**src/design/oaru_regs.svh**
```systemverilog
// Contract
// - seven indirect modes: inc, dec, add index, subtract index, none, bit-reversed inc/dec
// - current aux register addresses the operand first, then register and pointer update
// - short immediate operand comes from a field of the single instruction word
// - long immediate operand is the whole second instruction word
// - register addressing takes a 16-bit CPU register value, no address or immediate
// - a repeated instruction issues once per cycle
// - repeat loads counter from addressed data word, or 8-bit short immediate
// - counter value N gives at most N + 1 executions of the next instruction
// - reset clears the repeat counter
// - all interrupts held off from repeat decode until the loop completes
// - aux register selector values 0 to 7 name the eight aux registers
// - direct address is 9-bit page pointer above 7 low instruction bits
// - aux select pointer holds 0 to 7 and picks the current aux register
`ifndef OARU_REGS_SVH
`define OARU_REGS_SVH

`define OA_WORD_W    16
`define OA_NUM_AUX   8
`define OA_ASEL_W    3
`define OA_PAGE_W    9
`define OA_DIR_W     7
`define OA_SIMM_W    8
`define OA_APB_AW    8
`define OA_APB_DW    32

// instruction word fields
`define OA_IND_MSB   6
`define OA_IND_LSB   4
`define OA_LDSEL_BIT 3
`define OA_SEL_MSB   2
`define OA_SEL_LSB   0

// register offsets (byte addresses)
`define OA_PAGE_OFS  8'h00
`define OA_ASEL_OFS  8'h04
`define OA_STAT_OFS  8'h08
`define OA_CNT_OFS   8'h0C
`define OA_AR_BASE   8'h20
`define OA_AR_MASK   8'hE3
`define OA_AR_IDX_LSB 2

// status bits
`define OA_STAT_ARMED 0
`define OA_STAT_LOOP  1
`define OA_STAT_HOLD  2

`define OA_ONE16     16'h0001

`endif

```
**src/design/oaru_pkg.sv**
```systemverilog
package oaru_pkg;

   typedef enum logic [2:0] {
      AM_DIRECT,
      AM_INDIRECT,
      AM_SHORT_IMM,
      AM_LONG_IMM,
      AM_REGISTER
   } addr_mode_t;

   typedef enum logic [2:0] {
      IND_NOMOD,
      IND_INC,
      IND_DEC,
      IND_ADD0,
      IND_SUB0,
      IND_BR_INC,
      IND_BR_DEC
   } ind_mode_t;

   typedef enum logic [1:0] {
      SRC_MEM,
      SRC_IMM,
      SRC_REG
   } oper_src_t;

endpackage : oaru_pkg

```
**src/design/operand_addressing_repeat_unit.sv**
```systemverilog
// Local design decisions: register access over APB and the placing of the registers.
`timescale 1ns/1ps
`default_nettype none
`include "oaru_regs.svh"

module operand_addressing_repeat_unit (
   // clock and reset
   input  wire logic                      clk,
   input  wire logic                      reset,
   // apb slave
   input  wire logic [`OA_APB_AW-1:0]     paddr,
   input  wire logic                      psel,
   input  wire logic                      penable,
   input  wire logic                      pwrite,
   input  wire logic [`OA_APB_DW-1:0]     pwdata,
   output logic      [`OA_APB_DW-1:0]     prdata,
   output logic                           pready,
   output logic                           pslverr,
   // decoded instruction
   input  wire logic                      instr_valid,
   output logic                           instr_ready,
   input  wire logic [`OA_WORD_W-1:0]     instr_word,
   input  wire logic [`OA_WORD_W-1:0]     instr_ext,
   input  wire oaru_pkg::addr_mode_t      instr_mode,
   input  wire logic                      instr_is_repeat,
   input  wire logic [`OA_WORD_W-1:0]     reg_operand,
   input  wire logic [`OA_WORD_W-1:0]     mem_rdata,
   // operand issue
   output logic                           oper_valid,
   output logic      [`OA_WORD_W-1:0]     oper_addr,
   output logic      [`OA_WORD_W-1:0]     oper_value,
   output oaru_pkg::oper_src_t            oper_src,
   output logic                           int_holdoff
);
   import oaru_pkg::*;

   typedef struct packed {
      logic [`OA_NUM_AUX-1:0][`OA_WORD_W-1:0] ar;
      logic [`OA_ASEL_W-1:0]                  asel;
      logic [`OA_PAGE_W-1:0]                  page;
      logic [`OA_WORD_W-1:0]                  rcnt;
      logic                                   armed;
      logic                                   looping;
      logic [`OA_WORD_W-1:0]                  h_word;
      logic [`OA_WORD_W-1:0]                  h_ext;
      addr_mode_t                             h_mode;
      logic                                   oper_valid;
      logic [`OA_WORD_W-1:0]                  oper_addr;
      logic [`OA_WORD_W-1:0]                  oper_value;
      oper_src_t                              oper_src;
      logic [`OA_APB_DW-1:0]                  prdata;
   } state_t;

   state_t                  s_q;
   state_t                  s_d;

   logic                    acc;
   logic                    act;
   logic                    cur_repeat;
   logic [`OA_WORD_W-1:0]   cur_word;
   logic [`OA_WORD_W-1:0]   cur_ext;
   addr_mode_t              cur_mode;
   ind_mode_t               cur_ind;
   logic [`OA_WORD_W-1:0]   cur_ar;
   logic [`OA_WORD_W-1:0]   br_res;
   logic [`OA_WORD_W-1:0]   ar_next;
   logic [`OA_WORD_W-1:0]   op_addr;
   logic [`OA_WORD_W-1:0]   op_value;
   oper_src_t               op_src;
   logic                    apb_setup;
   logic                    apb_wr;
   logic                    ar_hit;
   logic [`OA_ASEL_W-1:0]   ar_idx;
   logic                    addr_hit;
   logic [`OA_APB_DW-1:0]   rd_val;

   // a loop owns the issue slot, so new instructions wait
   assign instr_ready = !s_q.looping;
   assign acc         = instr_valid && instr_ready;
   assign act         = acc || s_q.looping;
   assign cur_repeat  = acc && instr_is_repeat;
   assign cur_word    = s_q.looping ? s_q.h_word : instr_word;
   assign cur_ext     = s_q.looping ? s_q.h_ext : instr_ext;
   assign cur_mode    = s_q.looping ? s_q.h_mode : instr_mode;
   assign cur_ind     = ind_mode_t'(cur_word[`OA_IND_MSB:`OA_IND_LSB]);
   assign cur_ar      = s_q.ar[s_q.asel];

   rev_carry_add #(
      .W (`OA_WORD_W)
   ) u_rev (
      .a   (cur_ar),
      .b   (s_q.ar[0]),
      .sub (cur_ind == IND_BR_DEC),
      .y   (br_res)
   );

   // post-modification of the current aux register
   always_comb begin
      unique case (cur_ind)
         IND_NOMOD:  ar_next = cur_ar;
         IND_INC:    ar_next = cur_ar + `OA_ONE16;
         IND_DEC:    ar_next = cur_ar - `OA_ONE16;
         IND_ADD0:   ar_next = cur_ar + s_q.ar[0];
         IND_SUB0:   ar_next = cur_ar - s_q.ar[0];
         IND_BR_INC: ar_next = br_res;
         IND_BR_DEC: ar_next = br_res;
         default:    ar_next = cur_ar;
      endcase
   end

   // operand source selection
   always_comb begin
      op_addr  = '0;
      op_value = '0;
      op_src   = SRC_MEM;
      unique case (cur_mode)
         AM_DIRECT: begin
            op_addr = {s_q.page, cur_word[`OA_DIR_W-1:0]};
         end
         AM_INDIRECT: begin
            op_addr = cur_ar;
         end
         AM_SHORT_IMM: begin
            op_value = {{(`OA_WORD_W-`OA_SIMM_W){1'b0}}, cur_word[`OA_SIMM_W-1:0]};
            op_src   = SRC_IMM;
         end
         AM_LONG_IMM: begin
            op_value = cur_ext;
            op_src   = SRC_IMM;
         end
         AM_REGISTER: begin
            op_value = reg_operand;
            op_src   = SRC_REG;
         end
         default: begin
            op_addr = '0;
         end
      endcase
   end

   // apb decode; zero wait states, reads captured in the setup cycle
   assign apb_setup = psel && !penable;
   assign apb_wr    = psel && penable && pwrite;
   assign ar_hit    = (paddr & `OA_AR_MASK) == `OA_AR_BASE;
   assign ar_idx    = paddr[`OA_AR_IDX_LSB+`OA_ASEL_W-1:`OA_AR_IDX_LSB];
   assign addr_hit  = ar_hit || paddr == `OA_PAGE_OFS || paddr == `OA_ASEL_OFS
                      || paddr == `OA_STAT_OFS || paddr == `OA_CNT_OFS;
   assign pready    = 1'b1;
   assign pslverr   = psel && penable && !addr_hit;

   always_comb begin
      rd_val = '0;
      if (paddr == `OA_PAGE_OFS) begin
         rd_val[`OA_PAGE_W-1:0] = s_q.page;
      end else if (paddr == `OA_ASEL_OFS) begin
         rd_val[`OA_ASEL_W-1:0] = s_q.asel;
      end else if (paddr == `OA_STAT_OFS) begin
         rd_val[`OA_STAT_ARMED] = s_q.armed;
         rd_val[`OA_STAT_LOOP]  = s_q.looping;
         rd_val[`OA_STAT_HOLD]  = int_holdoff;
      end else if (paddr == `OA_CNT_OFS) begin
         rd_val[`OA_WORD_W-1:0] = s_q.rcnt;
      end else if (ar_hit) begin
         rd_val[`OA_WORD_W-1:0] = s_q.ar[ar_idx];
      end
   end

   // next state: software writes first, the instruction stream overrides them
   always_comb begin
      s_d            = s_q;
      s_d.oper_valid = 1'b0;
      if (apb_setup) begin
         s_d.prdata = rd_val;
      end
      if (apb_wr) begin
         if (paddr == `OA_PAGE_OFS) begin
            s_d.page = pwdata[`OA_PAGE_W-1:0];
         end else if (paddr == `OA_ASEL_OFS) begin
            s_d.asel = pwdata[`OA_ASEL_W-1:0];
         end else if (ar_hit) begin
            s_d.ar[ar_idx] = pwdata[`OA_WORD_W-1:0];
         end
      end
      if (act) begin
         if (cur_mode == AM_INDIRECT) begin
            // address already taken from cur_ar, modify afterwards
            s_d.ar[s_q.asel] = ar_next;
            if (cur_word[`OA_LDSEL_BIT]) begin
               s_d.asel = cur_word[`OA_SEL_MSB:`OA_SEL_LSB];
            end
         end
         if (cur_repeat) begin
            if (cur_mode == AM_SHORT_IMM) begin
               s_d.rcnt = {{(`OA_WORD_W-`OA_SIMM_W){1'b0}}, cur_word[`OA_SIMM_W-1:0]};
            end else begin
               s_d.rcnt = mem_rdata;
            end
            s_d.armed = 1'b1;
         end else begin
            s_d.oper_valid = 1'b1;
            s_d.oper_addr  = op_addr;
            s_d.oper_value = op_value;
            s_d.oper_src   = op_src;
            if (s_q.armed) begin
               s_d.h_word = cur_word;
               s_d.h_ext  = cur_ext;
               s_d.h_mode = cur_mode;
               if (s_q.rcnt == '0) begin
                  s_d.armed   = 1'b0;
                  s_d.looping = 1'b0;
               end else begin
                  s_d.rcnt    = s_q.rcnt - `OA_ONE16;
                  s_d.looping = 1'b1;
               end
            end
         end
      end
   end

   always_ff @(posedge clk) begin
      if (reset) begin
         s_q <= '0;
      end else begin
         s_q <= s_d;
      end
   end

   assign prdata      = s_q.prdata;
   assign oper_valid  = s_q.oper_valid;
   assign oper_addr   = s_q.oper_addr;
   assign oper_value  = s_q.oper_value;
   assign oper_src    = s_q.oper_src;
   // even the nonmaskable interrupt waits; holdoff ends with the last repeated execution or reset
   assign int_holdoff = s_q.armed || s_q.looping;
endmodule : operand_addressing_repeat_unit

`default_nettype wire

```
**src/design/rev_carry_add.sv**
```systemverilog
`timescale 1ns/1ps
`default_nettype none

// carry travels msb toward lsb: reverse, add, reverse back
module rev_carry_add #(
   parameter int W = 16
) (
   // operands
   input  wire logic [W-1:0] a,
   input  wire logic [W-1:0] b,
   input  wire logic         sub,
   // result
   output logic      [W-1:0] y
);

   logic [W-1:0] ra;
   logic [W-1:0] rb;
   logic [W-1:0] rs;

   always_comb begin
      for (int i = 0; i < W; i++) begin
         ra[i] = a[W-1-i];
         rb[i] = b[W-1-i];
      end
      rs = sub ? (ra - rb) : (ra + rb);
      for (int i = 0; i < W; i++) begin
         y[i] = rs[W-1-i];
      end
   end

endmodule : rev_carry_add

`default_nettype wire

```
**config.mk**
```make
export PLATFORM = sky130hd
export DESIGN_NAME = operand_addressing_repeat_unit
export DESIGN_NICKNAME = d
export VERILOG_FILES = /design/src/design/oaru_pkg.sv /design/src/design/operand_addressing_repeat_unit.sv /design/src/design/rev_carry_add.sv
export VERILOG_INCLUDE_DIRS = /design/src /design/src/design
export SDC_FILE = /design/constraint.sdc
export NUM_CORES = 1
export LEC_CHECK = 0
export BUFFER_PORTS_ARGS = -buffer_cell sky130_fd_sc_hd__buf_4
export CAP_MARGIN = 20
export CELL_PAD_IN_SITES_DETAIL_PLACEMENT = 0
export CELL_PAD_IN_SITES_GLOBAL_PLACEMENT = 1
export CORE_ASPECT_RATIO = 0.7
export CORE_MARGIN = 5
export CORE_UTILIZATION = 40
export DETAILED_ROUTE_END_ITERATION = 16
export PLACE_DENSITY_LB_ADDON = 0.1
export SKIP_CTS_REPAIR_TIMING = 1
export SYNTH_ARGS = -nofsm -noshare
export SYNTH_HDL_FRONTEND = slang
export SYNTH_SLANG_ARGS = --single-unit
```
**constraint.sdc**
```tcl
create_clock -name clk -period 4.55 [get_ports clk]
set_input_delay 0.455 -clock clk [delete_from_list [all_inputs] [get_ports clk]]
set_output_delay 0.455 -clock clk [all_outputs]
set_load 0.05 [all_outputs]
```
==> results of run 1 <==
==> cell type report <==
cell class	instances	area, um2
well taps	535	669
flip-flops and latches	236	4740
inverters	32	120
clock inverters	14	186
fillers	3945	21100
repair buffers	252	1980
clock buffers	34	752
multi-input cells	1556	10300
==> power breakdown <==
part           internal (mW)  switching, mW
Clock                   1.39          0.955
Sequential              2.11         0.0576
Combinational          0.672           1.16
Total                   4.18           2.17
==> synth_stat cells, drive strengths merged (18+ instances only) <==
cell type  instances  area [um2]
o21ai             48         240
mux4              50        1130
dfxtp            236        4720
a211oi           119         893
mux2i             89         898
ha                34         425
inv               32         120
nor2             239         897
nand2            298        1120
and3              47         299
a22oi             40         300
xnor2             18         165
nor3              42         226
buf               91         612
a31o              24         210
a221oi            26         228
a21oi            158         791
clkbuf           148         559
mux2              24         270
o22ai             32         200
==> cells by family (layout without fill, tap and decap cells) <==
| kind of cell | count (synthesis) | count (layout) | share of synthesized area [%] |
|---|---|---|---|
| and+or+nand+nor | 746 | 746 | 20.6 |
| AOI/OAI and AO/OA | 563 | 563 | 23.5 |
| buffers and inverters | 271 | 332 | 7.97 |
| DFF | 236 | 236 | 29.2 |
| muxes | 163 | 163 | 14.2 |
| adders and majority gates | 36 | 36 | 2.87 |
| xor gates and xnor gates | 31 | 31 | 1.72 |
| other | 2 | 17 | 0.0463 |
==> sequential cells by signal, indices dropped and copies added, names as in the netlist <==
name / cells
prdata: 16
oper_valid: 1
oper_value: 16
oper_src: 2
oper_addr: 16
s_q: 185
==> metrics by stage <==
stage | hold WS [ns] | util, %
floorplan | 0.432 | -
global placement | 0.439 | 44.6
detailed placement | 0.447 | 44.6
CTS | 0.139 | 47.0
global route | 0.151 | 47.1
finish | 0.155 | 47.1
==> placed cells by master, fill, tap and decap left out, drive strengths merged, types with 15 or more instances in the layout <==
master / instances
o31ai: 15
mux2i: 89
o21ai: 48
nand2b: 15
and3: 47
a211oi: 119
o22ai: 32
conb: 17
inv: 33
ha: 34
nand3: 17
nor2: 239
a22oi: 40
mux2: 24
nand2: 298
xnor2: 18
nor3: 42
a31o: 24
a21oi: 158
clkbuf: 34
nor2b: 17
mux4: 50
a221oi: 26
dfxtp: 236
buf: 252
==> worst min path at each step <==
stage / start / to / slack, ns / cells past startpoint
2_1_floorplan: oper_src[1] / oper_src[1] / 0.43 / 2
3_3_place_gp: s_q[93] / s_q[93] / 0.44 / 2
3_5_place_dp: s_q[78] / s_q[78] / 0.45 / 2
4_1_cts: instr_ext[8] / s_q[78] / 0.14 / 3
5_1_grt: instr_ext[8] / s_q[78] / 0.15 / 3
6_report: instr_ext[8] / s_q[78] / 0.15 / 3
==> routing by layer <==
layer	track usage, %	routed length (um)	share of wire, %	vias up
met5	0	0	0	-
met1	43.0	30600	46	7935
li1	-	-	-	7498
met4	5.70	1320	2.0	0
met2	41.8	28100	43	780
met3	5.09	5870	8.9	89
==> worst min-delay path: stages <==
cell,delay (ns)
sky130_fd_sc_hd__buf_4,0.11
sky130_fd_sc_hd__nand2_1,0.05
sky130_fd_sc_hd__a21oi_1,0.05
==> results.cfg, run 1 <==
[route]
wl_um = 65800
drtIter0Drc = 1811
vias_after_detailed_routing = 16302
via_to_cell_ratio = 6.13
ant_nets_after_route = 0
detail_route.drc_violations = 0
post_drt_wl_per_cell_um = 24.7
drtPass1Iterations = 5

[yosys]
number_of_instances_in_the_synthesized_netlist = 2048
synth.lib_cells_used.distinct = 81
netlist_area_um2 = 16200
synth_top_flop_cell = sky130_fd_sc_hd__dfxtp_1
synth_enable_flop_cells = 0
ys_seq_area_share_pct = 29.2
synth_area_per_cell_um2 = 7.91
ys_ff_latch = 236
synth_warnings = 0
async_flop_share_pct = 0

[timing]
min_period_over_period_pct = 95.9
skew_ns = 0.0212
worst_pin_slew_ns = 1.07
hold_viol_final = 0
final-setup-viol-count = 0
timing.slew.headroom_pct = 28.7
rsz_0062_raised_after_global_routing = no
fmax_mhz = 229
final.setup.tns_ns = 0
final_period_minus_worst_setup_slack_ns = 4.36
finalWorstSetupSlack_ns = 0.187
timing.final.max_slew_violations = 0

[floorplan]
core-area_um2 = 39800
row_count = 61
ios = 185
fp.dieH_um = 178
initial_core_util_pct = 40.7
fp.dieArea_um2 = 44700
fp.dieW_um = 251

[worst_setup_path]
cp-startpoint = s_q[139]
worstSetupEndpointType = register
cp_top_family = compound AO/OA/AOI/OAI gates
critical_path.startpoint_type = register
setup.worst_path.end = s_q[146]
worstSetupPathDepth = 14
critical_path_class = reg -> reg
critPathSlowestCell = sky130_fd_sc_hd__or4_1
worst-endpoint-required_ns = 4.95
worst-path-max-fanout = 11
critPathBufInv = 1
r2r_start = s_q[139]
worst_r2r_path_depth = 14
worst_reg2reg_path_endpoint = s_q[146]
timing.reg2reg.setup_slack_ns = 0.19
critPathMostFrequentCell = sky130_fd_sc_hd__a21o_1
timing.critical_path.cells = or4_1 > or4_1 > nand2b_1 > a21oi_1 > o22ai_1 > ha_1 > a21o_1 > a21o_1 > a21o_1 > o31ai_1 > xnor2_1 > a221oi_2 > buf_4 > a211oi_1
timing.critical_path.slowest_cell_delay_ns = 0.58
arrival_ns = 4.76

[place]
place_hpwl_um = 47600
io_buffer_count = 143
dpl.cell_count = 2609
gp_congestion = 0.911
placedInstanceArea_um2 = 17800
place_ws_ns = 0.0548

[final_layout]
finish.instance_area_um2 = 18800
areaGrowthSynthToFinish_pct = 15.9
post_route_cells_drive_above_1_share_pct = 20.3
instances_no_fill = 2659
n_antenna_cell = 0
layout_net_count = 2255

[global_route]
maximum_number_of_pins_on_one_net_before_global_route_repair = 117
initial_antenna_violation_count = 0
global_route_wire_length_before_repair_um = 97800
grt_pass1_vias = 15263
total_routing_resource_utilization_after_global_routing_pct = 28.2
overflow = 0

[clocking]
cts.htree.levels = 1
cts.reportedPaths.clkPinSlew_ns = 0.06
worst_skew_pair_later_pin_latency_ns = 0.56
cts.path.max_buffers = 3
clock_tree.root_cell = sky130_fd_sc_hd__clkbuf_16
clock-sinks = 236
tritoncts_clock_tree = yes
tritoncts.num_buffers = 27

[outcome]
outcome = complete, no violations

[power]
power_mw = 6.35
leakage_nw = 7.02
vdd_ir_drop_max_mv = 0.262
power_per_cell_area_nw_per_um2 = 338

[worst_hold_path]
worst_hold_path_type = in -> reg

[flow_run]
cap_violations = 0
(Power assumes the default switching activity.)
==> inputs of run 2 (changes only) <==
- CORE_UTILIZATION: 40 -> 45
- GPL_TIMING_DRIVEN: unset -> 0
- clock period: 4.55 -> 4.47 ns (I/O delays scaled with it)
==> run 2 against run 1 <==
Maximum frequency barely moved. Die area fell by 11%. Clock power fell by 8%. Sequential share of layout area fell by 0.65 points. Via count rose by 7.4%. Non-clock buffer count rose by 140. Flip-flop and latch count did not move. First-iteration DRC count rose by 40%. Clock skew rose by 0.0029 ns. Wire length rose by 9.3%. Hold slack got worse by 0.0016 ns. Largest power group is now sequential cells.
==> results.cfg, run 2 (synthesized netlist as in run 1, its figures left out) <==
[final_layout]
post_route_cells_drive_above_1_share_pct = 19.6
largest-register = s_q
layout_net_count = 2394
filler_cell_count = 3494
layout_common_cells = sky130_fd_sc_hd__nand2_1, sky130_fd_sc_hd__nor2_1, sky130_fd_sc_hd__dfxtp_1
n_antenna_cell = 0
areaGrowthSynthToFinish_pct = 18.7
largest_reg_flops = 185
most_frequent_standard_cell_in_the_layout_excluding_fill_and_tap_cells = sky130_fd_sc_hd__nand2_1

[worst_setup_path]
worst-endpoint-required_ns = 4.86
timing.reg2reg.setup_slack_ns = 0.11
worst_reg2reg_path_endpoint = s_q[259]
timing.critical_path.cells = buf_2 > or3_4 > or3_1 > or3_1 > a21oi_1 > o22ai_1 > ha_1 > and4_1 > nor2b_1 > a311oi_2 > buf_4 > o31ai_2 > xnor2_2 > and3_4 > nor3_4 > buf_12 > a211oi_1
worst-path-max-fanout = 8
worstSetupEndpointType = register
worst_r2r_path_depth = 17
arrival_ns = 4.75
worstSetupPathDepth = 17
r2r_start = s_q[133]
critical_path_class = reg -> reg
cp_top_family = simple AND/OR/NAND/NOR gates
setup.worst_path.end = s_q[259]
critPathMostFrequentCell = sky130_fd_sc_hd__or3_1
cp-startpoint = s_q[133]
critPathSlowestCell = sky130_fd_sc_hd__or3_4
critPathBufInv = 3
timing.critical_path.slowest_cell_delay_ns = 0.42
critical_path.startpoint_type = register

[floorplan]
fp.dieW_um = 237
fp.dieH_um = 169
fp.dieArea_um2 = 40000
core-area_um2 = 35700
initial_core_util_pct = 45.4
ios = 185
row_count = 58

[global_route]
maximum_number_of_pins_on_one_net_before_global_route_repair = 13
initial_antenna_violation_count = 0
total_routing_resource_utilization_after_global_routing_pct = 34.0
overflow = 0
global_route_wire_length_before_repair_um = 104000
grt_pass1_vias = 15947

[power]
int_pwr_mw = 4.05
power_per_cell_area_nw_per_um2 = 328
leakage_nw = 7.16
vdd_ir_drop_max_mv = 0.294
netSwitchingFraction_pct = 35.9
share_seq_of_total_power_pct = 34.7
power_mw = 6.31
switching_power_mw = 2.26
clockPowerShare_pct = 34.4
p_comb_share_pct = 30.8

[clocking]
cts.reportedPaths.clkPinSlew_ns = 0.06
clock_tree.root_cell = sky130_fd_sc_hd__clkbuf_16
worst_skew_pair_later_pin_latency_ns = 0.56
tritoncts_clock_tree = yes
cts.path.max_buffers = 3
cts.htree.levels = 1
clock-sinks = 236
tritoncts.num_buffers = 26

[timing]
finalWorstSetupSlack_ns = 0.109
final.setup.tns_ns = 0
timing.final.max_slew_violations = 0
timing.slew.headroom_pct = 22.1
final-setup-viol-count = 0
min_period_over_period_pct = 97.6
skew_ns = 0.0241
hold_viol_final = 0
fmax_mhz = 229
final_period_minus_worst_setup_slack_ns = 4.36
worst_pin_slew_ns = 1.16

[route]
drtPass1Iterations = 5
via_to_cell_ratio = 6.39
detail_route.drc_violations = 0
post_drt_wl_per_cell_um = 26.3
ant_nets_after_route = 0
wl_um = 71900
drtIter0Drc = 2544
vias_after_detailed_routing = 17506

[place]
place_hpwl_um = 54700
io_buffer_count = 124
place_ws_ns = -1.97
gp_congestion = 1.02

[flow_run]
cap_violations = 0

[worst_hold_path]
worst_hold_path_type = in -> reg

[outcome]
outcome = complete, no violations
## run 2: cell type report
| cell class | instances | area (um2) | share of cell area [%] |
|---|---|---|---|
| well taps | 480 | 601 | 3.12 |
| repair buffers | 156 | 1190 | 6.18 |
| clock inverters | 5 | 31.3 | 0.163 |
| multi-input cells | 1556 | 10500 | 54.8 |
| inverters | 32 | 120 | 0.624 |
| clock buffers | 39 | 801 | 4.16 |
| flip-flops and latches | 236 | 4730 | 24.6 |
| plain buffers | 236 | 1230 | 6.42 |
## run 2: tightest hold or removal path: stages
cell	delay (ns)
sky130_fd_sc_hd__buf_4	0.11
sky130_fd_sc_hd__nand2_1	0.05
sky130_fd_sc_hd__a21oi_1	0.05
## run 2: worst min path at each step
stage          cells past startpoint     startpoint       endpoint  slack (ns)
3_5_place_dp                       2  oper_addr[15]  oper_addr[15]        0.44
5_1_grt                            3  instr_ext[13]        s_q[83]        0.15
3_3_place_gp                       2        s_q[83]        s_q[83]        0.44
4_1_cts                            3  instr_ext[10]        s_q[80]        0.14
2_1_floorplan                      2    oper_src[1]    oper_src[1]        0.43
6_report                           3   instr_ext[8]        s_q[78]        0.15
## run 2: power by group through the flow
stage / Clock (mW) / Sequential, mW / Combinational, mW
3_3_place_gp: 0 / 2.24 / 1.73
4_1_cts: 2.16 / 2.19 / 1.78
5_1_grt: 2.24 / 2.20 / 2.06
2_1_floorplan: 0 / 2.22 / 1.17
6_report: 2.17 / 2.19 / 1.95
3_5_place_dp: 0 / 2.24 / 1.77
## run 2: per-layer routing
metal | vias to the layer above | global-route usage, % | routed length (um)
met4 | 0 | 10.6 | 2460
met5 | - | 1.70 | 0
li1 | 7779 | - | -
met2 | 1084 | 48.6 | 29500
met1 | 8500 | 49.7 | 31300
met3 | 143 | 9.27 | 8650
## run 2: metrics by stage
step / utilization, % / cell area (um2) / hold slack, ns / std cells
floorplan: - / 16300 / 0.432 / 2063
global placement: 49.8 / 17800 / 0.441 / 2667
detailed placement: 50.0 / 17900 / 0.444 / 2675
CTS: 52.3 / 18700 / 0.144 / 2719
global route: 53.9 / 19200 / 0.151 / 2740
finish: 53.9 / 19200 / 0.153 / 2740
==> inputs of run 3 (changes only) <==
- CTS_CLUSTER_DIAMETER: unset -> 60
- SETUP_SLACK_MARGIN: unset -> 0.1
- clock period: 4.47 -> 4.2 ns (I/O delays scaled with it)
==> run 3 against run 2 <==
First-iteration DRC count is 4.9% lower. Flip-flop and latch count stayed put. Combinational power is 16% higher. Highest routed layer unchanged. Clock power is 9% higher. Global-route usage is 0.94 points higher. Sequential power is 7% higher. Critical endpoint is now s_q[162]. Hold slack worse by 0.033 ns. Cell area is 3.8% higher. Via count is 2.0% higher. Cell count is 0.80% higher. Critical path type unchanged. Power is 10% higher.
==> results.cfg, run 3 (synthesized netlist as in run 1, its figures left out) <==
[outcome]
outcome = complete, no violations

[timing]
timing.slew.headroom_pct = 25.6
final.setup.tns_ns = 0
min_period_over_period_pct = 97.7
fmax_mhz = 244
rsz_0062_raised_after_global_routing = yes
hold_viol_final = 0
final_period_minus_worst_setup_slack_ns = 4.10
worst_pin_slew_ns = 1.12
timing.final.max_slew_violations = 0
final-setup-viol-count = 0
skew_ns = 0.0148

[power]
leakage_nw = 7.42
power_per_cell_area_nw_per_um2 = 349
vdd_ir_drop_max_mv = 0.317

[worst_hold_path]
hold-path-cell-count = 3
worst_hold_path_type = in -> reg
whs_endpoint = s_q[80]
worstHoldStart = instr_ext[10]

[floorplan]
row_count = 58
initial_core_util_pct = 45.4
fp.dieH_um = 169
ios = 185
core-area_um2 = 35700
fp.dieW_um = 237
fp.dieArea_um2 = 40000

[route]
post_drt_wl_per_cell_um = 27.0
drtIter0Drc = 2419
detail_route.drc_violations = 0
vias_after_detailed_routing = 17856
ant_nets_after_route = 0
drtPass1Iterations = 6
wl_um = 74700
via_to_cell_ratio = 6.46

[clocking]
clock-sinks = 236
tritoncts_clock_tree = yes
clock_tree.root_cell = sky130_fd_sc_hd__clkbuf_16
tritoncts.num_buffers = 26
cts.reportedPaths.clkPinSlew_ns = 0.07
cts.path.max_buffers = 3
cts.htree.levels = 1
worst_skew_pair_later_pin_latency_ns = 0.56

[worst_setup_path]
worst_r2r_path_depth = 17
worst_reg2reg_path_endpoint = s_q[162]
timing.reg2reg.setup_slack_ns = 0.1
worstSetupEndpointType = register
timing.critical_path.slowest_cell_delay_ns = 0.46
worst-endpoint-required_ns = 4.67
r2r_start = s_q[102]
arrival_ns = 4.57
critical_path_class = reg -> reg
critPathSlowestCell = sky130_fd_sc_hd__fa_1
timing.critical_path.cells = buf_8 > mux2i_4 > nand2b_2 > buf_4 > o21ai_0 > nand2_1 > ha_1 > fa_1 > nor2b_2 > o21ai_2 > a21boi_2 > o41a_1 > o31ai_2 > xnor2_1 > a221oi_4 > buf_12 > a211oi_1
critical_path.startpoint_type = register
worst-path-max-fanout = 10

[place]
place_hpwl_um = 56100
io_buffer_count = 124
dpl.cell_count = 2676
gp_congestion = 1.02

[final_layout]
areaGrowthSynthToFinish_pct = 23.2
n_antenna_cell = 0
layout_net_count = 2413
post_route_cells_drive_above_1_share_pct = 22.8
instances_no_fill = 2762
layout_common_cells = sky130_fd_sc_hd__nand2_1, sky130_fd_sc_hd__nor2_1, sky130_fd_sc_hd__buf_4
most_frequent_standard_cell_in_the_layout_excluding_fill_and_tap_cells = sky130_fd_sc_hd__nand2_1
largest-register = s_q
largest_reg_flops = 185
filler_cell_count = 3446
final_core_utilization_pct = 55.9

[global_route]
overflow = 0
total_routing_resource_utilization_after_global_routing_pct = 34.9
initial_antenna_violation_count = 0
global_route_wire_length_before_repair_um = 106000
grt_pass1_vias = 15971
maximum_number_of_pins_on_one_net_before_global_route_repair = 13

[flow_run]
cap_violations = 0
-- run 3: cell count changes in the layout (fill, tap and decap cells not counted), moves of 6 or more --
cell                       change
sky130_fd_sc_hd__buf_12       +11
sky130_fd_sc_hd__buf_4        +10
sky130_fd_sc_hd__clkbuf_1      -6
sky130_fd_sc_hd__ha_1          -8
-- run 3: through the flow --
| step | setup slack (ns) | hold WS, ns | power (mW) | area (um2) |
|---|---|---|---|---|
| 6_report | 0.0965 | 0.120 | 6.97 | 20000 |
| 3_3_place_gp | -2.15 | 0.438 | 4.23 | 17800 |
| 5_1_grt | -0.0122 | 0.121 | 7.20 | 20000 |
| 4_1_cts | -2.01 | 0.112 | 6.60 | 18700 |
| 3_5_place_dp | -1.99 | 0.446 | 4.28 | 17900 |
| 2_1_floorplan | 0.103 | 0.432 | 3.62 | 16300 |
-- run 3: how the worst max path moves through the flow --
stage	startpoint	slack, ns	depth (start not counted)	end
4_1_cts	s_q[129]	-2.01	15	s_q[162]
3_5_place_dp	s_q[129]	-1.99	15	s_q[162]
6_report	s_q[102]	0.1	17	s_q[162]
3_3_place_gp	s_q[129]	-2.15	15	s_q[189]
2_1_floorplan	s_q[130]	0.10	15	s_q[141]
5_1_grt	s_q[102]	-0.01	17	s_q[146]
-- run 3: worst max-delay path, delay by kind of cell (launching register included) --
kind | cells | cell delay [ns]
adders and majority gates | 2 | 0.70
DFF | 1 | 0.40
muxes | 1 | 0.27
AOI/OAI and AO/OA | 7 | 1.31
xor gates and xnor gates | 1 | 0.32
buffers and inverters | 3 | 0.56
and+or+nand+nor | 3 | 0.43
-- run 3: layout make-up --
| type | instances | area [um2] | area share [%] |
|---|---|---|---|
| Multi-Input combinational cell | 1556 | 10800 | 54.3 |
| Sequential cell | 236 | 4730 | 23.7 |
| Timing Repair Buffer | 177 | 1470 | 7.35 |
| Buffer | 234 | 1340 | 6.70 |
| Clock buffer | 43 | 806 | 4.04 |
| Tap cell | 480 | 601 | 3.01 |
| Inverter | 32 | 120 | 0.602 |
| Clock inverter | 4 | 48.8 | 0.244 |
-- run 3: routing by layer --
layer,vias up,GRT usage (%),routed length (um)
li1,7837,-,-
met1,8752,51.2,32200
met2,1132,50.4,30900
met3,135,10.3,9440
met4,0,8.53,2190
met5,-,0.242,0
-- run 3: power by group --
| group | switching [mW] | internal [mW] | total (mW) |
|---|---|---|---|
| Clock | 0.993 | 1.36 | 2.36 |
| Combinational | 1.44 | 0.836 | 2.27 |
| Sequential | 0.0553 | 2.29 | 2.34 |
